<file path="src/shared/supervisor_regs.vh">
/*
 * Constants of the triple supply reset supervisor: delay and watchdog selections
 * and their cycle counts at a 100 MHz system clock.
 * Assumes the includer works on clk_sys at 100 MHz.
 */
// How it works
// - Start, clock low, stop restarts the watchdog
// - Watchdog expiry without restart drives timeout active
// - Timeout output active low, open drain, while expired
// - Write protect high refuses every setting write
// - Reset held until main supply good for delay
// - Manual reset holds reset, plus delay after release
// - Main supply low asserts reset at once
// - Second fail output follows comparator, no delay
// - Third fail output open drain, low while below
// - Third fail output ignores the power-up delay
// - Early low output follows main comparator directly
// - Two stored bits select the watchdog period
`ifndef SUPERVISOR_REGS_VH
`define SUPERVISOR_REGS_VH

// ----------------------------------------------------------------------------
// Selection codes
// ----------------------------------------------------------------------------
`define WD_SEL_SHORT 2'h0
`define WD_SEL_MID 2'h1
`define WD_SEL_LONG 2'h2
`define WD_SEL_OFF 2'h3
`define WD_SEL_RESET 2'h0
`define RST_SEL_RESET 2'h0

// ----------------------------------------------------------------------------
// Times in microseconds and cycle counts at 100 cycles per microsecond
// ----------------------------------------------------------------------------
`define CYC_PER_US 100
`define RST_T0_US 50000
`define RST_T1_US 200000
`define RST_T2_US 400000
`define RST_T3_US 800000
`define WD_T0_US 25000
`define WD_T1_US 200000
`define WD_T2_US 1400000
`define CNT_W 28
`define MR_DEBOUNCE_CYC 16'h0010
`define DB_W 16
`define CNT_ZERO 28'h0000000
`define CNT_ONE 28'h0000001

`endif

</file>
<file path="src/verilog/level_debounce.v">
/*
 * Debouncer for one level input: the output takes a new level only after the
 * input has held it for a set number of cycles.
 * Assumes the input is already synchronous to clk_sys.
 */
`include "supervisor_regs.vh"

module level_debounce #(
   parameter [`DB_W-1:0] HOLD_CYC = `MR_DEBOUNCE_CYC
) (
   clk_sys,
   nrst,
   level_in,
   level_out
);
   input wire clk_sys;
   input wire nrst;
   input wire level_in;
   output reg level_out;

   reg [`DB_W-1:0] cnt_q;

   // Starts high so a released button does not fake a reset press.
   always @(posedge clk_sys or negedge nrst) begin
      if (!nrst) begin
         cnt_q <= {`DB_W{1'b0}};
         level_out <= 1'b1;
      end else if (level_in == level_out) begin
         cnt_q <= {`DB_W{1'b0}};
      end else if (cnt_q == HOLD_CYC - 1'b1) begin
         cnt_q <= {`DB_W{1'b0}};
         level_out <= level_in;
      end else begin
         cnt_q <= cnt_q + 1'b1;
      end
   end
endmodule

</file>
<file path="src/verilog/triple_supply_reset_supervisor.v">
/*
 * Reset and supply-fail logic of a triple supply supervisor with a bus-activity
 * watchdog. Comparator results arrive as digital levels, high meaning the
 * supply is above its threshold.
 * Assumes every input is synchronous to clk_sys; the bus lines are sampled.
 */
`include "supervisor_regs.vh"

module triple_supply_reset_supervisor #(
   parameter [`CNT_W-1:0] RST_CYC_0 = `RST_T0_US * `CYC_PER_US,
   parameter [`CNT_W-1:0] RST_CYC_1 = `RST_T1_US * `CYC_PER_US,
   parameter [`CNT_W-1:0] RST_CYC_2 = `RST_T2_US * `CYC_PER_US,
   parameter [`CNT_W-1:0] RST_CYC_3 = `RST_T3_US * `CYC_PER_US,
   parameter [`CNT_W-1:0] WD_CYC_0 = `WD_T0_US * `CYC_PER_US,
   parameter [`CNT_W-1:0] WD_CYC_1 = `WD_T1_US * `CYC_PER_US,
   parameter [`CNT_W-1:0] WD_CYC_2 = `WD_T2_US * `CYC_PER_US
) (
   clk_sys,
   nrst,
   main_above_trip,
   second_supply_sense,
   third_supply_sense,
   manual_reset_n,
   scl_in,
   sda_in,
   write_protect,
   set_write,
   set_wd_sel,
   set_rst_sel,
   wd_sel,
   rst_sel,
   system_reset,
   early_low_supply_n,
   second_supply_fail_n,
   third_supply_fail_out,
   third_supply_fail_oe_n,
   watchdog_timeout_out,
   watchdog_timeout_oe_n
);
   input wire clk_sys;
   input wire nrst;
   input wire main_above_trip;
   input wire second_supply_sense;
   input wire third_supply_sense;
   input wire manual_reset_n;
   input wire scl_in;
   input wire sda_in;
   input wire write_protect;
   input wire set_write;
   input wire [1:0] set_wd_sel;
   input wire [1:0] set_rst_sel;
   output reg [1:0] wd_sel;
   output reg [1:0] rst_sel;
   output reg system_reset;
   output reg early_low_supply_n;
   output reg second_supply_fail_n;
   output reg third_supply_fail_out;
   output reg third_supply_fail_oe_n;
   output reg watchdog_timeout_out;
   output reg watchdog_timeout_oe_n;

   // ---------------------------------------------------------------------------
   // Bus line sampling and watchdog restart sequence
   // ---------------------------------------------------------------------------
   localparam SQ_IDLE = 2'h0;
   localparam SQ_START = 2'h1;
   localparam SQ_CLOCKED = 2'h2;

   reg scl_q;
   reg sda_q;
   reg [1:0] seq_q;
   reg [1:0] seq_d;
   reg restart_q;
   wire start_cond;
   wire stop_cond;
   wire scl_fall;
   reg restart_q_d;

   assign start_cond = scl_q & scl_in & sda_q & ~sda_in;
   assign stop_cond = scl_q & scl_in & ~sda_q & sda_in;
   assign scl_fall = scl_q & ~scl_in;

   // Start, then a low clock, then stop; a fresh start restarts the match.
   always @* begin
      seq_d = seq_q;
      restart_q_d = 1'b0;
      case (seq_q)
         SQ_IDLE: begin
            if (start_cond) begin
               seq_d = SQ_START;
            end
         end
         SQ_START: begin
            if (scl_fall) begin
               seq_d = SQ_CLOCKED;
            end else if (stop_cond) begin
               seq_d = SQ_IDLE;
            end
         end
         SQ_CLOCKED: begin
            if (stop_cond) begin
               seq_d = SQ_IDLE;
               restart_q_d = 1'b1;
            end else if (start_cond) begin
               seq_d = SQ_START;
            end
         end
         default: begin
            seq_d = SQ_IDLE;
         end
      endcase
   end

   always @(posedge clk_sys or negedge nrst) begin
      if (!nrst) begin
         scl_q <= 1'b1;
         sda_q <= 1'b1;
         seq_q <= SQ_IDLE;
         restart_q <= 1'b0;
      end else begin
         scl_q <= scl_in;
         sda_q <= sda_in;
         seq_q <= seq_d;
         restart_q <= restart_q_d;
      end
   end

   // ---------------------------------------------------------------------------
   // Stored selections, guarded by write protect
   // ---------------------------------------------------------------------------
   always @(posedge clk_sys or negedge nrst) begin
      if (!nrst) begin
         wd_sel <= `WD_SEL_RESET;
         rst_sel <= `RST_SEL_RESET;
      end else if (set_write && !write_protect) begin
         wd_sel <= set_wd_sel;
         rst_sel <= set_rst_sel;
      end
   end

   // ---------------------------------------------------------------------------
   // Watchdog timer
   // ---------------------------------------------------------------------------
   reg [`CNT_W-1:0] wd_limit;
   reg [`CNT_W-1:0] wd_cnt_q;
   reg wd_expired_q;
   wire wd_next_expired;

   assign wd_next_expired = wd_expired_q;

   always @* begin
      case (wd_sel)
         `WD_SEL_SHORT: wd_limit = WD_CYC_0;
         `WD_SEL_MID: wd_limit = WD_CYC_1;
         `WD_SEL_LONG: wd_limit = WD_CYC_2;
         default: wd_limit = `CNT_ZERO;
      endcase
   end

   // Held off while reset is out, so the host is not blamed for its own boot.
   always @(posedge clk_sys or negedge nrst) begin
      if (!nrst) begin
         wd_cnt_q <= `CNT_ZERO;
         wd_expired_q <= 1'b0;
      end else if (wd_sel == `WD_SEL_OFF || system_reset || restart_q) begin
         wd_cnt_q <= `CNT_ZERO;
         wd_expired_q <= 1'b0;
      end else if (wd_cnt_q >= wd_limit - `CNT_ONE) begin
         wd_expired_q <= 1'b1;
      end else begin
         wd_cnt_q <= wd_cnt_q + `CNT_ONE;
      end
   end

   // ---------------------------------------------------------------------------
   // System reset with selectable release delay
   // ---------------------------------------------------------------------------
   wire mr_clean_n;
   reg [`CNT_W-1:0] rst_limit;
   reg [`CNT_W-1:0] rst_cnt_q;
   wire hold_cause;

   level_debounce #(
      .HOLD_CYC(`MR_DEBOUNCE_CYC)
   ) u_mr_debounce (
      .clk_sys(clk_sys),
      .nrst(nrst),
      .level_in(manual_reset_n),
      .level_out(mr_clean_n)
   );

   always @* begin
      case (rst_sel)
         2'h0: rst_limit = RST_CYC_0;
         2'h1: rst_limit = RST_CYC_1;
         2'h2: rst_limit = RST_CYC_2;
         default: rst_limit = RST_CYC_3;
      endcase
   end

   assign hold_cause = ~main_above_trip | ~mr_clean_n;

   always @(posedge clk_sys or negedge nrst) begin
      if (!nrst) begin
         rst_cnt_q <= `CNT_ZERO;
         system_reset <= 1'b1;
      end else if (hold_cause) begin
         rst_cnt_q <= `CNT_ZERO;
         system_reset <= 1'b1;
      end else if (rst_cnt_q >= rst_limit - `CNT_ONE) begin
         system_reset <= 1'b0;
      end else begin
         rst_cnt_q <= rst_cnt_q + `CNT_ONE;
      end
   end

   // ---------------------------------------------------------------------------
   // Undelayed supply and watchdog outputs
   // ---------------------------------------------------------------------------
   always @(posedge clk_sys or negedge nrst) begin
      if (!nrst) begin
         early_low_supply_n <= 1'b0;
         second_supply_fail_n <= 1'b0;
         third_supply_fail_out <= 1'b0;
         third_supply_fail_oe_n <= 1'b0;
         watchdog_timeout_out <= 1'b0;
         watchdog_timeout_oe_n <= 1'b1;
      end else begin
         early_low_supply_n <= main_above_trip;
         second_supply_fail_n <= second_supply_sense;
         third_supply_fail_out <= 1'b0;
         third_supply_fail_oe_n <= third_supply_sense;
         watchdog_timeout_out <= 1'b0;
         watchdog_timeout_oe_n <= ~wd_next_expired;
      end
   end
endmodule

</file>
<file path="config.mk">
export PLATFORM = sky130hd
export DESIGN_NAME = triple_supply_reset_supervisor
export DESIGN_NICKNAME = d
export VERILOG_FILES = /design/src/verilog/level_debounce.v /design/src/verilog/triple_supply_reset_supervisor.v
export VERILOG_INCLUDE_DIRS = /design/src /design/src/shared
export SDC_FILE = /design/constraint.sdc
export NUM_CORES = 1
export LEC_CHECK = 0
export BUFFER_PORTS_ARGS = -buffer_cell sky130_fd_sc_hd__buf_2
export CORE_MARGIN = 2
export CORE_UTILIZATION = 35
export CTS_BUF_LIST = sky130_fd_sc_hd__clkbuf_4 sky130_fd_sc_hd__clkbuf_8
export CTS_CLUSTER_SIZE = 14
export DETAILED_ROUTE_END_ITERATION = 10
export HOLD_SLACK_MARGIN = 0.03
export PLACE_DENSITY_LB_ADDON = 0.05
export SLEW_MARGIN = 5
export SYNTH_ARGS = -nofsm -noshare
export SYNTH_HDL_FRONTEND = slang
export SYNTH_HIERARCHICAL = 1
export SYNTH_SLANG_ARGS = --single-unit
</file>
<file path="constraint.sdc">
create_clock -name clk_sys -period 6.6 [get_ports clk_sys]
set_input_delay 1.65 -clock clk_sys [delete_from_list [all_inputs] [get_ports clk_sys]]
set_output_delay 1.65 -clock clk_sys [all_outputs]
set_load 0.1 [all_outputs]
</file>
# [After elaboration in Yosys (flattened, before gate mapping)]
# Cells that the tools add are included.
[op_classes] add_sub_neg=5 magnitude_cmp=2 eq_ne=12 muxes=19 n_bitwise=14 reduce_logical=10
[ops] cell="28-bit two-way mux" count=4
[ops] cell="28-bit one-hot mux with 3 select lines" count=1
[ops] cell="27-bit one-hot mux with 3 select lines" count=1
[ops] cell="28-bit by 1-bit adder with 28-bit output, second input constant" count=2
[ops] cell="28-bit >= comparator" count=2
[ops] cell="28-bit by 1-bit subtractor with 28-bit output, second input constant" count=2
[ops] cell="16-bit two-way mux" count=2
[ops] cell="16-bit by 1-bit adder with 16-bit output, second input constant" count=1
[ops] cell="16-bit by 4-bit equality test with 1-bit output, second input constant" count=1
[ops] cell="2-bit equality test, second input constant" count=4
[ops] cell="2-bit two-way mux" count=4
[ops] cell="1-bit NOT" count=7
[ops] cell="1-bit bitwise AND" count=6
[ops] cell="2-bit by 1-bit equality test with 1-bit output, second input constant" count=3
[ops] cell="2-bit logical NOT" count=3
[ops] cell="1-bit two-way mux" count=6
[ops] cell="2-bit one-hot mux with 3 select lines" count=1
[ops] cell="2-bit inequality test, second input constant" count=2
[ops] cell="2-bit nonzero test" count=2
[ops] cell="3-bit inequality test, second input constant" count=1
[ops] cell="1-bit logical OR" count=2
[ops] cell="2-bit AND reduction" count=1
[ops] cell="1-bit equality test" count=1
[ops] cell="1-bit logical AND" count=1
[ops] cell="other kinds (2)" count=2
[totals] register_bits=88 inputBits=14 elab_cells=78

# [Depth between registers and ports, before layout]
[depth] depth_word=6 depth_mapped=12

# [By module]
# The synthesis kept the hierarchy.
[modules_own_cells] module="triple_supply_reset_supervisor" instances=1 cells_each=498 area_per_inst_um2=4596.9
[modules_own_cells] module="level_debounce" instances=1 cells_each=81 area_per_inst_um2=873.3

# [Worst setup path after synthesis]
# Ideal clock, no wire load.
[synth_path] path_kind="register to register" startpoint="reg rst_sel[0]" endpoint="reg rst_cnt_q[23]" t_arrival_ns=3.533 required_ns=6.522 path_slack_ns=2.990 path_stages_with_launch=11 path_buffers=0 synth_period_minus_slack_ns=3.610 path_cell_list="dfrtp_1 > inv_1 > ha_1 > ha_1 > a211oi_1 > o211ai_1 > a221oi_2 > nor4b_2 > or4_1 > or3_1 > a21oi_1"
[synth_via] elab_chain_len=5
[synth_lines] item="start, declared" line="triple_supply_reset_supervisor.v:53" rtl="output reg [1:0] rst_sel;"
[synth_lines] item="start signal, assigned" line="triple_supply_reset_supervisor.v:134" rtl="rst_sel <= `RST_SEL_RESET;"
[synth_lines] item="start signal, assigned" line="triple_supply_reset_supervisor.v:137" rtl="rst_sel <= set_rst_sel;"
[synth_lines] item="2-bit equality test (tied with other cells)" line="triple_supply_reset_supervisor.v:193" rtl="case (rst_sel)"
[synth_lines] item="27-bit one-hot mux with 3 select lines (*)" line="triple_supply_reset_supervisor.v:193"
[synth_lines] item="28-bit by 1-bit subtractor with 28-bit output (no line) (*)"
[synth_lines] item="28-bit >= comparator (no line) (*)"
[synth_lines] item="2-bit inequality test (no line) (*)"
[synth_lines] item="end signal, assigned" line="triple_supply_reset_supervisor.v:205" rtl="rst_cnt_q <= `CNT_ZERO;"
[synth_lines] item="end signal, assigned" line="triple_supply_reset_supervisor.v:208" rtl="rst_cnt_q <= `CNT_ZERO;"
[synth_lines] item="end signal, assigned" line="triple_supply_reset_supervisor.v:213" rtl="rst_cnt_q <= rst_cnt_q + `CNT_ONE;"
[synth_lines] item="end, declared" line="triple_supply_reset_supervisor.v:180" rtl="reg [`CNT_W-1:0] rst_cnt_q;"
# Mark *: on every way between the ends. The rest lies on a longest branch, timed or not.
# A chain may end at the register's enable or synchronous reset.

# [Worst setup path after layout]
[layout_path] startpoint="reg rst_sel[0]" endpoint="reg rst_cnt_q[19]"
# The elaborated chain is that of the path after synthesis.

==> impl_metrics.py <==
metrics = {
    "global_route": {
        "grt_pass1_wl_mm": 21.2,
        "grt_pass1_vias": 4090,
        "grt_max_degree": 64,
        "overflow": 0,
        "antenna_found_initial": 0,
        "grt.total_usage": 0.160,
    },
    "cells_and_area": {
        "fillCellCount": 1556,
        "nNetsFinal": 671,
        "final_layout_size_suffix_gt1_frac": 0.109,
        "regArea_um2": 2210,
        "fin_area_um2": 6020,
        "synthToLayoutAreaGrowth_pct": 10.1,
        "multi_input_area_um2": 3100,
        "antenna_cells": 0,
    },
    "timing": {
        "period_needed_ns": 3.71,
        "whs_ns": 0.383,
        "final.period_utilization": 0.562,
        "finalSetupViolations": 0,
        "slew_headroom": 0.164,
        "clock.fmax_mhz": 270,
        "fin_skew_ns": 0.0145,
        "setup_tns_ns": 0,
        "drv_slew": 0,
        "hold_viol": 0,
        "fin_ws_ns": 2.89,
        "worst_slew_pin_slew_ns": 1.25,
        "rsz0062_at_grt": "false",
    },
    "synthesis": {
        "synth-xor-area-share": 0.0993,
        "ys_seq_area_frac": 0.404,
        "synthSimpleGateAreaFrac": 0.251,
        "synth_edf_count": 0,
        "async_flop_share": 1.00,
        "yosysTopAreaCell": "dfrtp_1",
        "synthAdderAreaFrac": 0.133,
        "synth_area_leaders": "dfrtp_1 (38%), ha_1 (13%), xnor2_1 (9.1%), nor2_1 (5.2%), nand2_1 (2.9%)",
        "synthCells": 579,
        "yosys_warnings": 6,
        "synth_ff_type": "dfrtp_1",
        "ys_ff_latch": 88,
        "synth.area.mux_share": 0.00572,
        "yosys.area.top_type_share": 0.380,
        "ys_types": 57,
        "synth_area_um2": 5470,
        "synth_top_family_by_area": "simple AND/OR/NAND/NOR gates",
        "synth.avg_cell_area_um2": 9.45,
        "synth-compound-area-share": 0.0737,
    },
    "placement": {
        "place_ws_ns": 2.93,
        "port_buffers": 22,
        "placed_area_um2": 5800,
        "hpwlAfterDp_mm": 8.62,
        "gp_congestion": 0.744,
    },
    "clocking": {
        "cts_sinks": 88,
        "cts_resized": 0,
        "cts_made_buffers": 9,
        "htreeDepth": 3,
        "hold_buffers": 0,
        "clk_latency_ns": 0.38,
        "clkTransAtPathRegs_ns": 0.09,
        "cts_tree": "done",
        "postCtsSetupBuffers": 0,
        "clk_path_buf_depth": 2,
        "root_buffer": "clkbuf_8",
    },
    "floorplan": {
        "die_area_um2": 16600,
        "std_cell_rows": 45,
        "num_io_pins": 25,
        "core_area_um2": 15300,
        "start_util": 0.359,
        "die_y_um": 129,
        "die_w_um": 129,
    },
    "setup_path": {
        "cp_max_fo": 23,
        "r2r_end": "rst_cnt_q[19]",
        "timing.rr.start": "rst_sel[0]",
        "cp-start-kind": "flip-flop",
        "end_kind": "flip-flop",
        "cp.required_ns": 6.87,
        "crit_type": "flip-flop to flip-flop",
        "reg2reg_slack_ns": 2.89,
        "worstRegToRegCells": 10,
        "cp_data_arrival_time_ns": 3.98,
    },
    "power_and_ir_drop": {
        "irDropWorstVdd_mv": 0.0954,
        "power.leakage_nw": 2.49,
        "totalPowerFinal_mw": 1.16,
        "power_density_nw_per_um2": 193,
    },
    "routing": {
        "wl_met2_mm": 5.34,
        "dr.pass1.iters": 4,
        "routed-wl-met3_um": 278,
        "drc": 0,
        "post_drt_wl_per_cell_um": 15.1,
        "viasPerCell": 5.10,
        "ant_nets": 0,
        "totalWireLength_mm": 12.3,
        "vias": 4153,
        "m1WireLength_mm": 6.54,
        "detail_route.iter0.violations": 196,
        "topRoutingLayerUsed": "met4",
    },
    "min_path": {
        "whs_endpoint": "watchdog_timeout_oe_n",
        "hp-class": "flip-flop to flip-flop",
        "min_from": "wd_expired_q",
        "hold_depth": 1,
    },
    "status": {
        "status": "finished clean",
    },
    "flow_run": {
        "drv_cap": 0,
    },
}
==> how the worst max path moves through the flow <==
stage / startpoint / endpoint / slack (ns) / cells past startpoint
4_1_cts: rst_sel[0] / rst_cnt_q[19] / 2.92 / 10
3_5_place_dp: rst_sel[0] / rst_cnt_q[19] / 2.93 / 10
5_1_grt: rst_sel[0] / rst_cnt_q[19] / 2.52 / 10
3_3_place_gp: rst_sel[0] / rst_cnt_q[19] / 3.05 / 10
6_report: rst_sel[0] / rst_cnt_q[19] / 2.89 / 10
2_1_floorplan: rst_sel[0] / rst_cnt_q[23] / 2.99 / 10
==> critical path: stages (launching register included) <==
cell and delay, ns:
dfrtp_1 0.47, inv_1 0.17, ha_1 0.39, ha_1 0.31, o21ai_0 0.08, a211oi_1 0.29
a221oi_2 0.12, nor4b_4 1.07, nor3_1 0.26, and4_1 0.29, o21a_1 0.16
==> state kept, by name, indices dropped and copies added (netlist names), 2 cells and up <==
signal               flops
rst_sel                  2
wd_cnt_q                28
rst_cnt_q               28
wd_sel                   2
u_mr_debounce/cnt_q     16
seq_q                    2
==> layer usage <==
metal  vias up  track usage
li1       2074            -
met1      2016        0.238
met2        51        0.236
met3        12       0.0256
met4         0       0.0556
met5         -            0
==> synth_stat cells, types with 2 or more instances <==
library cell / n
xor2_1: 5
buf_2: 3
and3_1: 9
inv_1: 26
buf_4: 3
nand3_1: 26
nor4_2: 4
xnor2_1: 57
and4_1: 3
a21o_1: 3
ha_1: 58
nand4_2: 3
clkbuf_1: 12
o41ai_1: 2
nor2_2: 3
o311ai_0: 2
mux2i_1: 2
nor4b_1: 4
nor4_1: 20
nand2_1: 42
or2_2: 2
nand4_1: 16
a211oi_1: 2
o211ai_1: 2
or3_1: 7
nor3_1: 29
conb_1: 2
nand2b_1: 5
dfrtp_1: 83
a21oi_1: 23
o21ai_0: 16
dfstp_2: 5
nor2_1: 76
==> layout by cell type (no fill, tap or decap), drive strengths merged, types with 7 or more instances in the layout <==
| cell | synthesis | layout |
|---|---|---|
| a21oi | 23 | 23 |
| nor4 | 25 | 25 |
| clkbuf | 12 | 9 |
| nand4 | 20 | 20 |
| o21ai | 18 | 18 |
| inv | 26 | 27 |
| nand2 | 43 | 43 |
| dfrtp | 83 | 83 |
| buf | 6 | 25 |
| xnor2 | 57 | 57 |
| or3 | 7 | 7 |
| nand3 | 26 | 26 |
| ha | 58 | 58 |
| nor2 | 79 | 79 |
| nor3 | 29 | 29 |
| and3 | 9 | 9 |
==> final cells by class <==
class | instances | area share
Inverter | 26 | 0.0162
Timing Repair Buffer | 25 | 0.0224
Multi-Input combinational cell | 449 | 0.514
Sequential cell | 88 | 0.367
Clock buffer | 9 | 0.0206
Tap cell | 211 | 0.0438
Clock inverter | 7 | 0.0158
==> through the flow <==
step,utilization,instances
floorplan,-,581
finish,0.395,815
detailed placement,0.380,799
global route,0.395,815
CTS,0.395,815
global placement,0.380,799
==> report_power, final <==
| part | total (mW) | internal (mW) | switching, mW | leakage (nW) |
|---|---|---|---|---|
| logic | 0.166 | 0.0480 | 0.118 | 1.19 |
| registers | 0.565 | 0.552 | 0.0126 | 1.19 |
| clock network | 0.429 | 0.214 | 0.215 | 0.110 |
| total | 1.16 | 0.814 | 0.345 | 2.49 |
==> cells by family (layout without fill, tap and decap cells) <==
group                    after synthesis  count (layout)
buffers and inverters                 44              67
adder cells (fa/ha/maj)               58              58
AO/OA/AOI/OAI                         62              62
XOR/XNOR                              62              62
multiplexers                           3               3
other                                  2               4
AND/OR/NAND/NOR                      260             260
flip-flops                            88              88
Note: power is estimated with default switching activity, not from simulation.
